`src/logic/rtcio_pkg.sv`:
```
// constants and carrier types for the rtc interrupt and clock-out logic
`default_nettype none

package rtcio_pkg;

  // ------------------------------------------------------------------
  // timing
  // ------------------------------------------------------------------
  localparam int CLK_PERIOD_NS = 40;
  localparam int LAG_32768_NS  = 92000;
  localparam int LAG_32000_NS  = 94000;
  localparam logic [11:0] LAG_32768_CYC =
    12'(LAG_32768_NS / CLK_PERIOD_NS);
  localparam logic [11:0] LAG_32000_CYC =
    12'(LAG_32000_NS / CLK_PERIOD_NS);
  localparam logic [11:0] LAG_CNT_ZERO  = 12'h000;
  localparam logic [11:0] LAG_CNT_ONE   = 12'h001;

  // ------------------------------------------------------------------
  // control register 1 (Eh) bit positions
  // ------------------------------------------------------------------
  localparam int CTRL1_ALARM_A_EN_BIT = 7;
  localparam int CTRL1_ALARM_B_EN_BIT = 6;
  localparam int CTRL1_CYCLE_SEL_HI   = 2;
  localparam int CTRL1_CYCLE_SEL_LO   = 0;

  // ------------------------------------------------------------------
  // control register 2 (Fh) bit positions
  // ------------------------------------------------------------------
  localparam int CTRL2_CLK_OUT_DIS_BIT = 3;
  localparam int CTRL2_PERIODIC_BIT    = 2;
  localparam int CTRL2_ALARM_A_BIT     = 1;
  localparam int CTRL2_ALARM_B_BIT     = 0;

  localparam logic [7:0] REG_RESET = 8'h00;

  // ------------------------------------------------------------------
  // periodic cycle select codes
  // ------------------------------------------------------------------
  localparam logic [2:0] CS_OFF   = 3'h0;
  localparam logic [2:0] CS_LOW   = 3'h1;
  localparam logic [2:0] CS_2HZ   = 3'h2;
  localparam logic [2:0] CS_1HZ   = 3'h3;
  localparam logic [2:0] CS_SEC   = 3'h4;
  localparam logic [2:0] CS_MIN   = 3'h5;
  localparam logic [2:0] CS_HOUR  = 3'h6;
  localparam logic [2:0] CS_MONTH = 3'h7;

  // ------------------------------------------------------------------
  // calendar compare values
  // ------------------------------------------------------------------
  localparam logic [6:0] SEC_ZERO   = 7'h00;
  localparam logic [6:0] MIN_ZERO   = 7'h00;
  localparam logic [5:0] HOUR_ZERO  = 6'h00;
  localparam logic [5:0] MDAY_FIRST = 6'h01;
  localparam logic [1:0] QTR_FIRST  = 2'h0;
  localparam logic [1:0] QTR_STEP   = 2'h1;

  // ------------------------------------------------------------------
  // carriers
  // ------------------------------------------------------------------
  typedef struct packed {
    logic [2:0] dow;
    logic [5:0] mday;
    logic [5:0] hour;
    logic [6:0] min;
    logic [6:0] sec;
  } rtcio_cal_s;

  typedef struct packed {
    logic [2:0] dow;
    logic [5:0] hour;
    logic [6:0] min;
  } rtcio_alarm_s;

  typedef struct packed {
    logic       alarm_a_enable;
    logic       alarm_b_enable;
    logic [2:0] periodic_cycle_select;
    logic       clock_output_disable;
  } rtcio_cfg_s;

  typedef struct packed {
    logic alarm_a_event_flag;
    logic alarm_b_event_flag;
    logic periodic_event_flag;
  } rtcio_flags_s;

  typedef enum logic [1:0] {
    RTCIO_LAG_IDLE = 2'b01,
    RTCIO_LAG_WAIT = 2'b10
  } rtcio_lag_e;

endpackage : rtcio_pkg

`default_nettype wire

```
`src/logic/rtcio_top.sv`:
```
// interrupt output and raw clock output logic of the rtc
// ------------------------------------------------------------------
// What this block does
// - enabled alarm match pulls interrupt low
// - alarm flags Fh D1/D0, enables Eh D7/D6
// - periodic flag Fh D2, select 000 disables
// - halt flag clears enables and select
// - any active source pulls shared pin low
// - host reads flags to find source
// - alarm flag reads inverse of output level
// - codes off, fixed low, 2Hz, 1Hz
// - level codes: second, minute, hour, month
// - level mode falls with seconds increment
// - 32.000 kHz gives 0.496/0.504 s halves
// - trimming shifts periodic timing every 20 s
// - pulse edge lags seconds by 92/94 us
// - disable bit stops raw clock, pin high
// - raw clock output is untrimmed oscillator
// - raw clock output on after halt power-up
// - level mode holds until flag written 0
// ------------------------------------------------------------------
`default_nettype none

module rtcio_top (
  input  wire logic                           core_clk,
  input  wire logic                           rstn,
  input  wire logic                           oscillator_halt_flag,
  input  wire logic                           xtal_32000,
  input  wire logic                           osc_clk_pin,
  input  wire logic                           sec_tick,
  input  wire logic                           quarter_tick,
  input  wire rtcio_pkg::rtcio_cal_s          cal_now,
  input  wire rtcio_pkg::rtcio_alarm_s        alarm_a_time,
  input  wire rtcio_pkg::rtcio_alarm_s        alarm_b_time,
  input  wire logic                           ctrl1_wr,
  input  wire logic [7:0]                     ctrl1_wdata,
  input  wire logic                           ctrl2_wr,
  input  wire logic [7:0]                     ctrl2_wdata,
  output var  logic [7:0]                     ctrl1_rdata_q,
  output var  logic [7:0]                     ctrl2_rdata_q,
  output var  rtcio_pkg::rtcio_flags_s        flags_q,
  output var  logic                           interrupt_out_n_q,
  output var  logic                           interrupt_oe_n_q,
  output var  logic                           raw_clock_out_q
);
  import rtcio_pkg::*;

  // ------------------------------------------------------------------
  // configuration register
  // ------------------------------------------------------------------
  rtcio_cfg_s cfg_q;
  rtcio_cfg_s cfg_d;

  always_comb begin
    cfg_d = cfg_q;
    if (ctrl1_wr) begin
      cfg_d.alarm_a_enable        = ctrl1_wdata[CTRL1_ALARM_A_EN_BIT];
      cfg_d.alarm_b_enable        = ctrl1_wdata[CTRL1_ALARM_B_EN_BIT];
      cfg_d.periodic_cycle_select =
        ctrl1_wdata[CTRL1_CYCLE_SEL_HI:CTRL1_CYCLE_SEL_LO];
    end
    if (ctrl2_wr) begin
      cfg_d.clock_output_disable = ctrl2_wdata[CTRL2_CLK_OUT_DIS_BIT];
    end
    if (oscillator_halt_flag) begin
      cfg_d = '0;
    end
  end

  always_ff @(posedge core_clk or negedge rstn) begin
    if (!rstn) begin
      cfg_q <= '0;
    end else begin
      cfg_q <= cfg_d;
    end
  end

  // ------------------------------------------------------------------
  // flag write decode (write 0 clears, write 1 keeps)
  // ------------------------------------------------------------------
  wire       clr_a_w   = ctrl2_wr & ~ctrl2_wdata[CTRL2_ALARM_A_BIT];
  wire       clr_b_w   = ctrl2_wr & ~ctrl2_wdata[CTRL2_ALARM_B_BIT];
  wire       clr_per_w = ctrl2_wr & ~ctrl2_wdata[CTRL2_PERIODIC_BIT];
  wire [1:0] alarm_en_w;
  wire [1:0] alarm_clr_w;
  wire [1:0] alarm_flag_w;
  rtcio_alarm_s alarm_time_w [2];

  assign alarm_en_w   = {cfg_q.alarm_b_enable, cfg_q.alarm_a_enable};
  assign alarm_clr_w  = {clr_b_w, clr_a_w};
  assign alarm_time_w[0] = alarm_a_time;
  assign alarm_time_w[1] = alarm_b_time;

  // ------------------------------------------------------------------
  // alarm comparators, index 0 is alarm a, index 1 is alarm b
  // ------------------------------------------------------------------
  for (genvar gi = 0; gi < 2; gi++) begin : g_alarm
    logic match_q;
    logic flag_q;
    logic flag_d;
    wire  match_w;

    assign match_w = alarm_en_w[gi]
                   & (alarm_time_w[gi].dow  == cal_now.dow)
                   & (alarm_time_w[gi].hour == cal_now.hour)
                   & (alarm_time_w[gi].min  == cal_now.min);

    always_comb begin
      flag_d = flag_q;
      if (alarm_clr_w[gi]) begin
        flag_d = 1'b0;
      end
      if (!alarm_en_w[gi]) begin
        flag_d = 1'b0;
      end
      if (match_w && !match_q) begin
        flag_d = 1'b1;
      end
    end

    always_ff @(posedge core_clk or negedge rstn) begin
      if (!rstn) begin
        match_q <= 1'b0;
        flag_q  <= 1'b0;
      end else begin
        match_q <= match_w;
        flag_q  <= flag_d;
      end
    end

    assign alarm_flag_w[gi] = flag_q;
  end

  // ------------------------------------------------------------------
  // pulse mode: quarter index and lag on both edges
  // ------------------------------------------------------------------
  // quarter ticks from prescaler
  logic [1:0]  qtr_q;
  logic [1:0]  pend_qtr_q;
  logic [11:0] lag_cnt_q;
  logic        wave_low_q;
  rtcio_lag_e  lag_q;
  rtcio_lag_e  lag_d;

  wire [11:0] lag_len_w  = xtal_32000 ? LAG_32000_CYC : LAG_32768_CYC;
  wire [1:0]  qtr_next_w = sec_tick ? QTR_FIRST : qtr_q + QTR_STEP;
  wire [2:0]  cs_w       = cfg_q.periodic_cycle_select;
  wire        lag_done_w = (lag_q == RTCIO_LAG_WAIT)
                         & (lag_cnt_q == LAG_CNT_ONE);
  wire        low_2hz_w  = ~pend_qtr_q[0];
  wire        low_1hz_w  = ~pend_qtr_q[1];

  always_comb begin
    case (lag_q)
      RTCIO_LAG_IDLE: begin
        lag_d = quarter_tick ? RTCIO_LAG_WAIT : RTCIO_LAG_IDLE;
      end
      RTCIO_LAG_WAIT: begin
        if (quarter_tick) begin
          lag_d = RTCIO_LAG_WAIT;
        end else if (lag_done_w) begin
          lag_d = RTCIO_LAG_IDLE;
        end else begin
          lag_d = RTCIO_LAG_WAIT;
        end
      end
      default: begin
        lag_d = RTCIO_LAG_IDLE;
      end
    endcase
  end

  always_ff @(posedge core_clk or negedge rstn) begin
    if (!rstn) begin
      lag_q <= RTCIO_LAG_IDLE;
    end else begin
      lag_q <= lag_d;
    end
  end

  always_ff @(posedge core_clk or negedge rstn) begin
    if (!rstn) begin
      qtr_q      <= QTR_FIRST;
      pend_qtr_q <= QTR_FIRST;
      lag_cnt_q  <= LAG_CNT_ZERO;
    end else if (quarter_tick) begin
      qtr_q      <= qtr_next_w;
      pend_qtr_q <= qtr_next_w;
      lag_cnt_q  <= lag_len_w;
    end else if (lag_q == RTCIO_LAG_WAIT) begin
      lag_cnt_q  <= lag_cnt_q - LAG_CNT_ONE;
    end
  end

  always_ff @(posedge core_clk or negedge rstn) begin
    if (!rstn) begin
      wave_low_q <= 1'b0;
    end else if (lag_done_w) begin
      wave_low_q <= (cs_w == CS_2HZ) ? low_2hz_w : low_1hz_w;
    end
  end

  // ------------------------------------------------------------------
  // level mode events, counters already hold the new time
  // ------------------------------------------------------------------
  wire at_sec0_w  = (cal_now.sec == SEC_ZERO);
  wire at_hour_w  = at_sec0_w & (cal_now.min == MIN_ZERO);
  wire at_month_w = at_hour_w & (cal_now.hour == HOUR_ZERO)
                  & (cal_now.mday == MDAY_FIRST);
  logic level_hit_w;

  always_comb begin
    case (cs_w)
      CS_SEC:   level_hit_w = 1'b1;
      CS_MIN:   level_hit_w = at_sec0_w;
      CS_HOUR:  level_hit_w = at_hour_w;
      CS_MONTH: level_hit_w = at_month_w;
      default:  level_hit_w = 1'b0;
    endcase
  end

  // ------------------------------------------------------------------
  // periodic event flag
  // ------------------------------------------------------------------
  logic per_flag_q;
  logic per_flag_d;

  always_comb begin
    per_flag_d = per_flag_q;
    case (cs_w)
      CS_OFF: begin
        per_flag_d = 1'b0;
      end
      CS_LOW: begin
        per_flag_d = 1'b1;
      end
      CS_2HZ, CS_1HZ: begin
        per_flag_d = wave_low_q;
      end
      default: begin
        if (clr_per_w) begin
          per_flag_d = 1'b0;
        end
        if (sec_tick && level_hit_w) begin
          per_flag_d = 1'b1;
        end
      end
    endcase
  end

  always_ff @(posedge core_clk or negedge rstn) begin
    if (!rstn) begin
      per_flag_q <= 1'b0;
    end else begin
      per_flag_q <= per_flag_d;
    end
  end

  // ------------------------------------------------------------------
  // shared open-drain interrupt pin and flag readback
  // ------------------------------------------------------------------
  // wired or of sources
  wire any_src_w = alarm_flag_w[0] | alarm_flag_w[1] | per_flag_q;

  always_ff @(posedge core_clk or negedge rstn) begin
    if (!rstn) begin
      interrupt_out_n_q <= 1'b0;
      interrupt_oe_n_q  <= 1'b1;
    end else begin
      interrupt_out_n_q <= 1'b0;
      interrupt_oe_n_q  <= ~any_src_w;
    end
  end

  always_ff @(posedge core_clk or negedge rstn) begin
    if (!rstn) begin
      flags_q <= '0;
    end else begin
      flags_q.alarm_a_event_flag  <= alarm_flag_w[0];
      flags_q.alarm_b_event_flag  <= alarm_flag_w[1];
      flags_q.periodic_event_flag <= per_flag_q;
    end
  end

  logic [7:0] ctrl1_view_w;
  logic [7:0] ctrl2_view_w;

  always_comb begin
    ctrl1_view_w = REG_RESET;
    ctrl1_view_w[CTRL1_ALARM_A_EN_BIT] = cfg_q.alarm_a_enable;
    ctrl1_view_w[CTRL1_ALARM_B_EN_BIT] = cfg_q.alarm_b_enable;
    ctrl1_view_w[CTRL1_CYCLE_SEL_HI:CTRL1_CYCLE_SEL_LO] = cs_w;
    ctrl2_view_w = REG_RESET;
    ctrl2_view_w[CTRL2_CLK_OUT_DIS_BIT] = cfg_q.clock_output_disable;
    ctrl2_view_w[CTRL2_PERIODIC_BIT] = per_flag_q;
    ctrl2_view_w[CTRL2_ALARM_A_BIT]  = alarm_flag_w[0];
    ctrl2_view_w[CTRL2_ALARM_B_BIT]  = alarm_flag_w[1];
  end

  always_ff @(posedge core_clk or negedge rstn) begin
    if (!rstn) begin
      ctrl1_rdata_q <= REG_RESET;
      ctrl2_rdata_q <= REG_RESET;
    end else begin
      ctrl1_rdata_q <= ctrl1_view_w;
      ctrl2_rdata_q <= ctrl2_view_w;
    end
  end

  // ------------------------------------------------------------------
  // raw oscillator clock output
  // ------------------------------------------------------------------
  logic osc_s1_q;
  logic osc_s2_q;

  always_ff @(posedge core_clk or negedge rstn) begin
    if (!rstn) begin
      osc_s1_q <= 1'b1;
      osc_s2_q <= 1'b1;
    end else begin
      osc_s1_q <= osc_clk_pin;
      osc_s2_q <= osc_s1_q;
    end
  end

  always_ff @(posedge core_clk or negedge rstn) begin
    if (!rstn) begin
      raw_clock_out_q <= 1'b1;
    end else begin
      raw_clock_out_q <= cfg_q.clock_output_disable | osc_s2_q;
    end
  end

endmodule : rtcio_top

`default_nettype wire

```
`config.mk`:
```
export PLATFORM = sky130hd
export DESIGN_NAME = rtcio_top
export DESIGN_NICKNAME = d
export VERILOG_FILES = /design/src/logic/rtcio_pkg.sv /design/src/logic/rtcio_top.sv
export SDC_FILE = /design/constraint.sdc
export NUM_CORES = 1
export LEC_CHECK = 0
export ABC_AREA = 0
export BUFFER_PORTS_ARGS = -buffer_cell sky130_fd_sc_hd__buf_4
export CORE_ASPECT_RATIO = 0.5
export CORE_MARGIN = 3
export CORE_UTILIZATION = 50
export DETAILED_ROUTE_END_ITERATION = 10
export GPL_ROUTABILITY_DRIVEN = 0
export PLACE_DENSITY = 0.86
export SETUP_SLACK_MARGIN = 0.4
export SLEW_MARGIN = 5
export SYNTH_ARGS = -nofsm -noshare
export SYNTH_HDL_FRONTEND = slang
export SYNTH_SLANG_ARGS = --single-unit
```
`constraint.sdc`:
```
create_clock -name core_clk -period 6.3 [get_ports core_clk]
set_clock_uncertainty 0.05 [all_clocks]
set_input_delay 0.63 -clock core_clk [delete_from_list [all_inputs] [get_ports core_clk]]
set_output_delay 0.63 -clock core_clk [all_outputs]
set_load 0.03 [all_outputs]
```
==> results.json, run 1 <==
{
  "outcome": "finished, final reports clean",
  "timing.rr.end": "wave_low_q",
  "cts_hold_buf": 0,
  "clock_latency_ps": 300,
  "drtIter0Drc": 26,
  "total_power_uw": 640,
  "hold_viol_final": 0,
  "area_growth_pct": 34.4,
  "p_int_uw": 449,
  "switching_share_pct": 29.8,
  "synth_commonest_cells": "36 x dfrtp_1, 23 x xnor2_1, 18 x xor2_1",
  "synth_cell_types": 43,
  "ant_nets": 0,
  "p_seq_share_pct": 47.6,
  "hold_slack_ps": 234,
  "die_h_um": 53.3,
  "crit_path_start_kind": "flip-flop",
  "rows": 16,
  "vias": 1827,
  "power.switching_uw": 191,
  "pin_count": 108,
  "synth_xor_area_share_pct": 16.1,
  "fmax_ghz": 0.484,
  "cp.arrival_ps": 2210,
  "worstMarginPinSlew_ps": 568,
  "r2r_start": "lag_cnt_q[4]",
  "max_cap_violations": 0,
  "initial_utilization_pct": 54.7,
  "cts_setup_buffers": 0,
  "power_density_nw_per_um2": 213,
  "synth_seq_cells": 41,
  "portBuffers": 92,
  "dr.pass1.iters": 4,
  "critPathRequiredTime_ps": 6440,
  "slew_headroom_pct": 61.6,
  "grt_util_all_layers_pct": 19.5,
  "clkTransAtPathRegs_ps": 80,
  "numCtsBuffers": 5,
  "r2r_setup_slack_ps": 4230,
  "synth_most_common_cell": "dfrtp_1",
  "coreArea_um2": 4080,
  "viasPerCell": 5.06,
  "cp-end-kind": "flip-flop",
  "design_area_um2": 3000,
  "nets": 396,
  "fillerInstances": 299,
  "synth.avg_cell_area_um2": 10.3,
  "synth_edf_count": 0,
  "synth_simple_gate_area_share_pct": 17.6,
  "synth-adder-area-share_pct": 2.24,
  "overflow": 0,
  "clockPowerShare_pct": 26.4,
  "drt-wirelength-per-cell_um": 14.2,
  "die_area_um2": 5350,
  "grt_pass1_wl_mm": 7.87,
  "syn_area_um2": 2230,
  "pre_cts_ws_ps": 4240,
  "dieWidth_um": 101,
  "yosysTopAreaCell": "dfrtp_1",
  "placed_area_um2": 2920,
  "ys_seq_area_share_pct": 46.2,
  "fin_crit_ps": 2070,
  "p_leak_nw": 1.39,
  "tritoncts": "done",
  "ys_warn_count": 0,
  "clock-root-buffer": "clkbuf_8",
  "routed_wl_mm": 5.12,
  "hold_path.class": "input pin to async pin",
  "setup_ws_ps": 4230,
  "worstRegToRegCells": 4,
  "critical_path_class": "flip-flop to flip-flop",
  "ys_top_cells_by_area": "dfrtp_1 40%, xnor2_1 9.0%, xor2_1 7.1%",
  "dp_hpwl_mm": 4.16,
  "tns_ps": 0,
  "power_frac_comb_pct": 26.0,
  "drc": 0,
  "peakVddDrop_mv": 0.106,
  "muxShareOfSynthArea_pct": 4.76,
  "drive_above_1_share_pct": 37.5,
  "grt_antenna_before_repair": 0,
  "grt_max_degree": 42,
  "crit_fanout": 5,
  "synth-compound-area-share_pct": 6.95,
  "post-route-period-util_pct": 32.8,
  "n_antenna_cell": 0,
  "async_flop_share_pct": 100,
  "htreeDepth": 2,
  "cts_sinks": 41,
  "rsz0062_at_grt": "no",
  "grt_pass1_vias": 1780,
  "synth_top_family_by_area": "simple AND/OR/NAND/NOR gates",
  "yosys.area.top_type_share_pct": 40.3,
  "clockBufferDepth": 2,
  "syn_inst": 216,
  "drv_slew": 0,
  "cts_resized": 0,
  "synth_ff_type": "dfrtp_1",
  "setup_viol": 0
}
## routing by layer
metal  vias to the layer above  wire (um)  global-route usage [%]
met5                         -          0                       0
met1                       860       1950                    20.8
met3                        10        320                    6.32
met4                         0         95                    6.49
met2                        53       2760                    37.2
li1                        904          -                       -
## cell usage in the layout, fill, tap and decap left out, drive strengths merged
cell,netlist,routed
conb,1,8
nor4b,1,1
mux2,2,2
ha,4,4
nor3b,1,1
a21boi,3,3
nor2,14,14
xor2,18,18
buf,12,92
clkbuf,4,5
o21ai,6,6
nand3,4,4
or2,5,5
o31ai,2,2
or3,2,2
dfrtp,36,36
nor4bb,2,2
xnor2,23,23
a21o,2,2
nand4,2,2
inv,7,7
nor2b,1,1
o2bb2ai,1,1
and3,3,3
a41oi,1,1
a21oi,2,2
o22ai,1,1
nor4,11,11
dfstp,5,5
o211ai,4,4
nor3,10,10
a2bb2oi,1,1
nand2,13,13
clkinv,1,3
or3b,1,1
mux2i,8,8
or4,2,2
clkinvlp,0,1
## registers in the layout, summed over array words and instances, names as in the netlist
signal	count
cfg_q	1
raw_clock_out_q	1
wave_low_q	1
ctrl1_rdata_q	5
per_flag_q	1
alarm_en_w	2
ctrl2_rdata_q	4
pend_qtr_q	2
osc_s2_q	1
cs_w	3
lag_q	2
lag_cnt_q	12
g_alarm.match_q	2
osc_s1_q	1
g_alarm.flag_q	2
interrupt_oe_n_q	1
## metrics by stage
| step | utilization (%) | cells |
|---|---|---|
| floorplan | - | 223 |
| global placement | 71.4 | 353 |
| global route | 73.5 | 361 |
| detailed placement | 71.4 | 353 |
| CTS | 73.5 | 361 |
| finish | 73.5 | 361 |
## critical path: stages (launching register included)
cell	delay, ps
dfrtp_1	440
or4_4	550
or3_4	360
or2_4	270
mux2_4	290
## cell type report
cell class | instances | area [um2] | area share (%)
clock inverter | 3 | 17.5 | 0.584
clock buffer | 5 | 68.8 | 2.29
timing repair buffer | 92 | 691 | 23.0
multi-input combinational | 158 | 1090 | 36.5
inverter | 8 | 30.0 | 1.00
tap | 54 | 67.6 | 2.25
sequential | 41 | 1030 | 34.4
## logic make-up (layout without fill, tap and decap cells)
group | after synthesis | after routing
compound gates | 23 | 23
flops | 41 | 41
xor+xnor | 41 | 41
other cells | 1 | 8
fa+ha+maj | 4 | 4
simple gates | 72 | 72
buf+inv | 24 | 108
mux | 10 | 10
## power by group through the flow
stage	sequential [mW]	clock [mW]	combinational, mW
floorplan	0.314	0	0.0932
global placement	0.308	0	0.161
detailed placement	0.310	0	0.168
CTS	0.304	0.174	0.168
global route	0.308	0.183	0.184
finish	0.305	0.169	0.167
## worst max-delay path by stage
stage                  from       endpoint  slack (ps)  cells after the start
4_1_cts        lag_cnt_q[5]     wave_low_q        4230                      4
3_3_place_gp   lag_cnt_q[5]     wave_low_q        4260                      4
5_1_grt            lag_q[0]  lag_cnt_q[10]        4130                      6
6_report       lag_cnt_q[4]     wave_low_q        4230                      4
2_1_floorplan  lag_cnt_q[5]     wave_low_q        4300                      4
3_5_place_dp   lag_cnt_q[5]     wave_low_q        4240                      4
Power figures use the tool's default switching activity.
==> run 2, diff against run 1 <==
--- a/config.mk
+++ b/config.mk
@@ -9,10 +9,10 @@
 export BUFFER_PORTS_ARGS = -buffer_cell sky130_fd_sc_hd__buf_4
 export CORE_ASPECT_RATIO = 0.5
 export CORE_MARGIN = 3
-export CORE_UTILIZATION = 50
+export CORE_UTILIZATION = 42
 export DETAILED_ROUTE_END_ITERATION = 10
 export GPL_ROUTABILITY_DRIVEN = 0
-export PLACE_DENSITY = 0.86
+export PLACE_DENSITY = 0.77
 export SETUP_SLACK_MARGIN = 0.4
 export SLEW_MARGIN = 5
 export SYNTH_ARGS = -nofsm -noshare
==> constraint.sdc (replaced) <==
create_clock -name core_clk -period 1.66 [get_ports core_clk]
set_clock_uncertainty 0.05 [all_clocks]
set_input_delay 0.166 -clock core_clk [delete_from_list [all_inputs] [get_ports core_clk]]
set_output_delay 0.166 -clock core_clk [all_outputs]
set_load 0.03 [all_outputs]
==> results.json, run 2 (synthesized netlist as in run 1, its figures left out) <==
{
  "slew_headroom_pct": 65.5,
  "cp.arrival_ps": 2160,
  "reg_top3": "lag_cnt_q x12, ctrl1_rdata_q x5, ctrl2_rdata_q x4",
  "coreArea_um2": 5020,
  "final_common_cell": "buf_4",
  "area_growth_pct": 55.5,
  "regMostFlops": "lag_cnt_q",
  "grt_pass1_vias": 2031,
  "dp_hpwl_mm": 4.44,
  "grt_use_met3_pct": 4.18,
  "cts_sinks": 41,
  "max_cap_violations": 0,
  "critical_path_class": "flip-flop to flip-flop",
  "dr.pass1.iters": 4,
  "worstRegToRegCells": 4,
  "hold_depth": 2,
  "largest_reg_flops": 12,
  "met1_usage_pct": 22.4,
  "clock_latency_ps": 290,
  "fmax_ghz": 0.494,
  "grt-busiest-layer": "met2",
  "mostFrequentLayoutCells": "110 x buf_4, 36 x dfrtp_1, 21 x xnor2_1, 18 x xor2_1, 14 x nor2_1",
  "tritoncts": "done",
  "die_area_um2": 6280,
  "critPathRequiredTime_ps": 1790,
  "nets": 422,
  "htreeDepth": 2,
  "initial_utilization_pct": 44.5,
  "fin_crit_ps": 2030,
  "rows": 18,
  "setup_ws_ps": -366,
  "drc": 0,
  "worstMarginPinSlew_ps": 518,
  "peakVddDrop_mv": 0.556,
  "viasPerCell": 4.81,
  "drive_above_1_share_pct": 48.9,
  "ant_nets": 0,
  "grt_pass1_wl_mm": 9.43,
  "n_antenna_cell": 0,
  "drtIter0Drc": 75,
  "crit_path_start_kind": "flip-flop",
  "violations": "setup timing",
  "dieWidth_um": 109,
  "p_leak_nw": 1.62,
  "numCtsBuffers": 5,
  "clkTransAtPathRegs_ps": 80,
  "outcome": "complete, but fails checks",
  "hold_viol_final": 0,
  "cp-end-kind": "flip-flop",
  "post-route-period-util_pct": 122,
  "grt_antenna_before_repair": 0,
  "crit_fanout": 3,
  "die_h_um": 57.6,
  "routed_wl_mm": 5.88,
  "portBuffers": 92,
  "drt-wirelength-per-cell_um": 14.6,
  "grt_util_all_layers_pct": 19.1,
  "gr-usage-met2_pct": 35.9,
  "timing.rr.end": "wave_low_q",
  "pin_count": 108,
  "fillerInstances": 377,
  "r2r_start": "lag_cnt_q[6]",
  "hold_path.class": "input pin to flip-flop",
  "clock-root-buffer": "clkbuf_8",
  "drv_slew": 0,
  "power_density_nw_per_um2": 851,
  "r2r_setup_slack_ps": -370,
  "fin_util_pct": 69.2,
  "rsz0062_at_grt": "yes",
  "min_from": "sec_tick",
  "setup_viol": 10,
  "clockBufferDepth": 2,
  "hold_end": "pend_qtr_q[1]",
  "grt_max_degree": 42,
  "overflow": 0,
  "vias": 1937,
  "pre_cts_ws_ps": -335
}
==> run 2: cell type report <==
cell class                 instances  area [um2]  area share (%)
clock buffer                       7        86.3            2.49
inverter                           8        32.5           0.937
sequential                        41        1030            29.7
clock inverter                     1        30.0           0.865
tap                               70        87.6            2.52
timing repair buffer             118         913            26.3
multi-input combinational        158        1290            37.2
==> run 2: what timing repair did <==
item,4_1_cts,5_1_grt
endpoints found under the setup margin,16,18
buffers inserted,6,3
hold endpoints to repair,37,0
hold buffers,2,0
gates resized for setup,34,8
pin swaps,14,4
==> run 2: through the flow <==
stage          TNS, ps  instances  hold slack, ps  instance area (um2)  total power [mW]
2_1_floorplan     -839        223            -180                 2310              1.60
3_3_place_gp      -801        384             114                 3080              1.88
3_5_place_dp     -1150        384             127                 3080              1.92
4_1_cts          -1230        400            8.46                 3400              2.91
5_1_grt          -2110        403            17.8                 3470              3.11
6_report         -1460        403            11.9                 3470              2.96
==> run 2: per-layer routing <==
layer / routed length [um] / up-vias
li1: - / 954
met4: 64 / 0
met3: 287 / 7
met2: 3210 / 53
met5: 0 / -
met1: 2320 / 923
==> run 2: how the worst max path moves through the flow <==
| stage | to | cells after the start | start |
|---|---|---|---|
| finish | wave_low_q | 4 | lag_cnt_q[6] |
| CTS | wave_low_q | 4 | lag_cnt_q[6] |
| detailed placement | lag_cnt_q[11] | 4 | lag_cnt_q[6] |
| global placement | wave_low_q | 4 | lag_cnt_q[6] |
| floorplan | wave_low_q | 4 | lag_cnt_q[4] |
| global route | wave_low_q | 4 | lag_cnt_q[6] |
==> run 2: critical path: stages, from the launching register on <==
cell,delay (ps)
dfrtp_1,390
or4_4,530
or3_4,380
or2_4,270
mux2_4,290
==> run 2: power by group <==
group          leakage (nW)  switching, mW  internal, mW
combinational          1.05          0.444         0.529
clock                0.0585          0.338         0.490
sequential            0.509         0.0600          1.10
total                  1.62          0.842          2.11
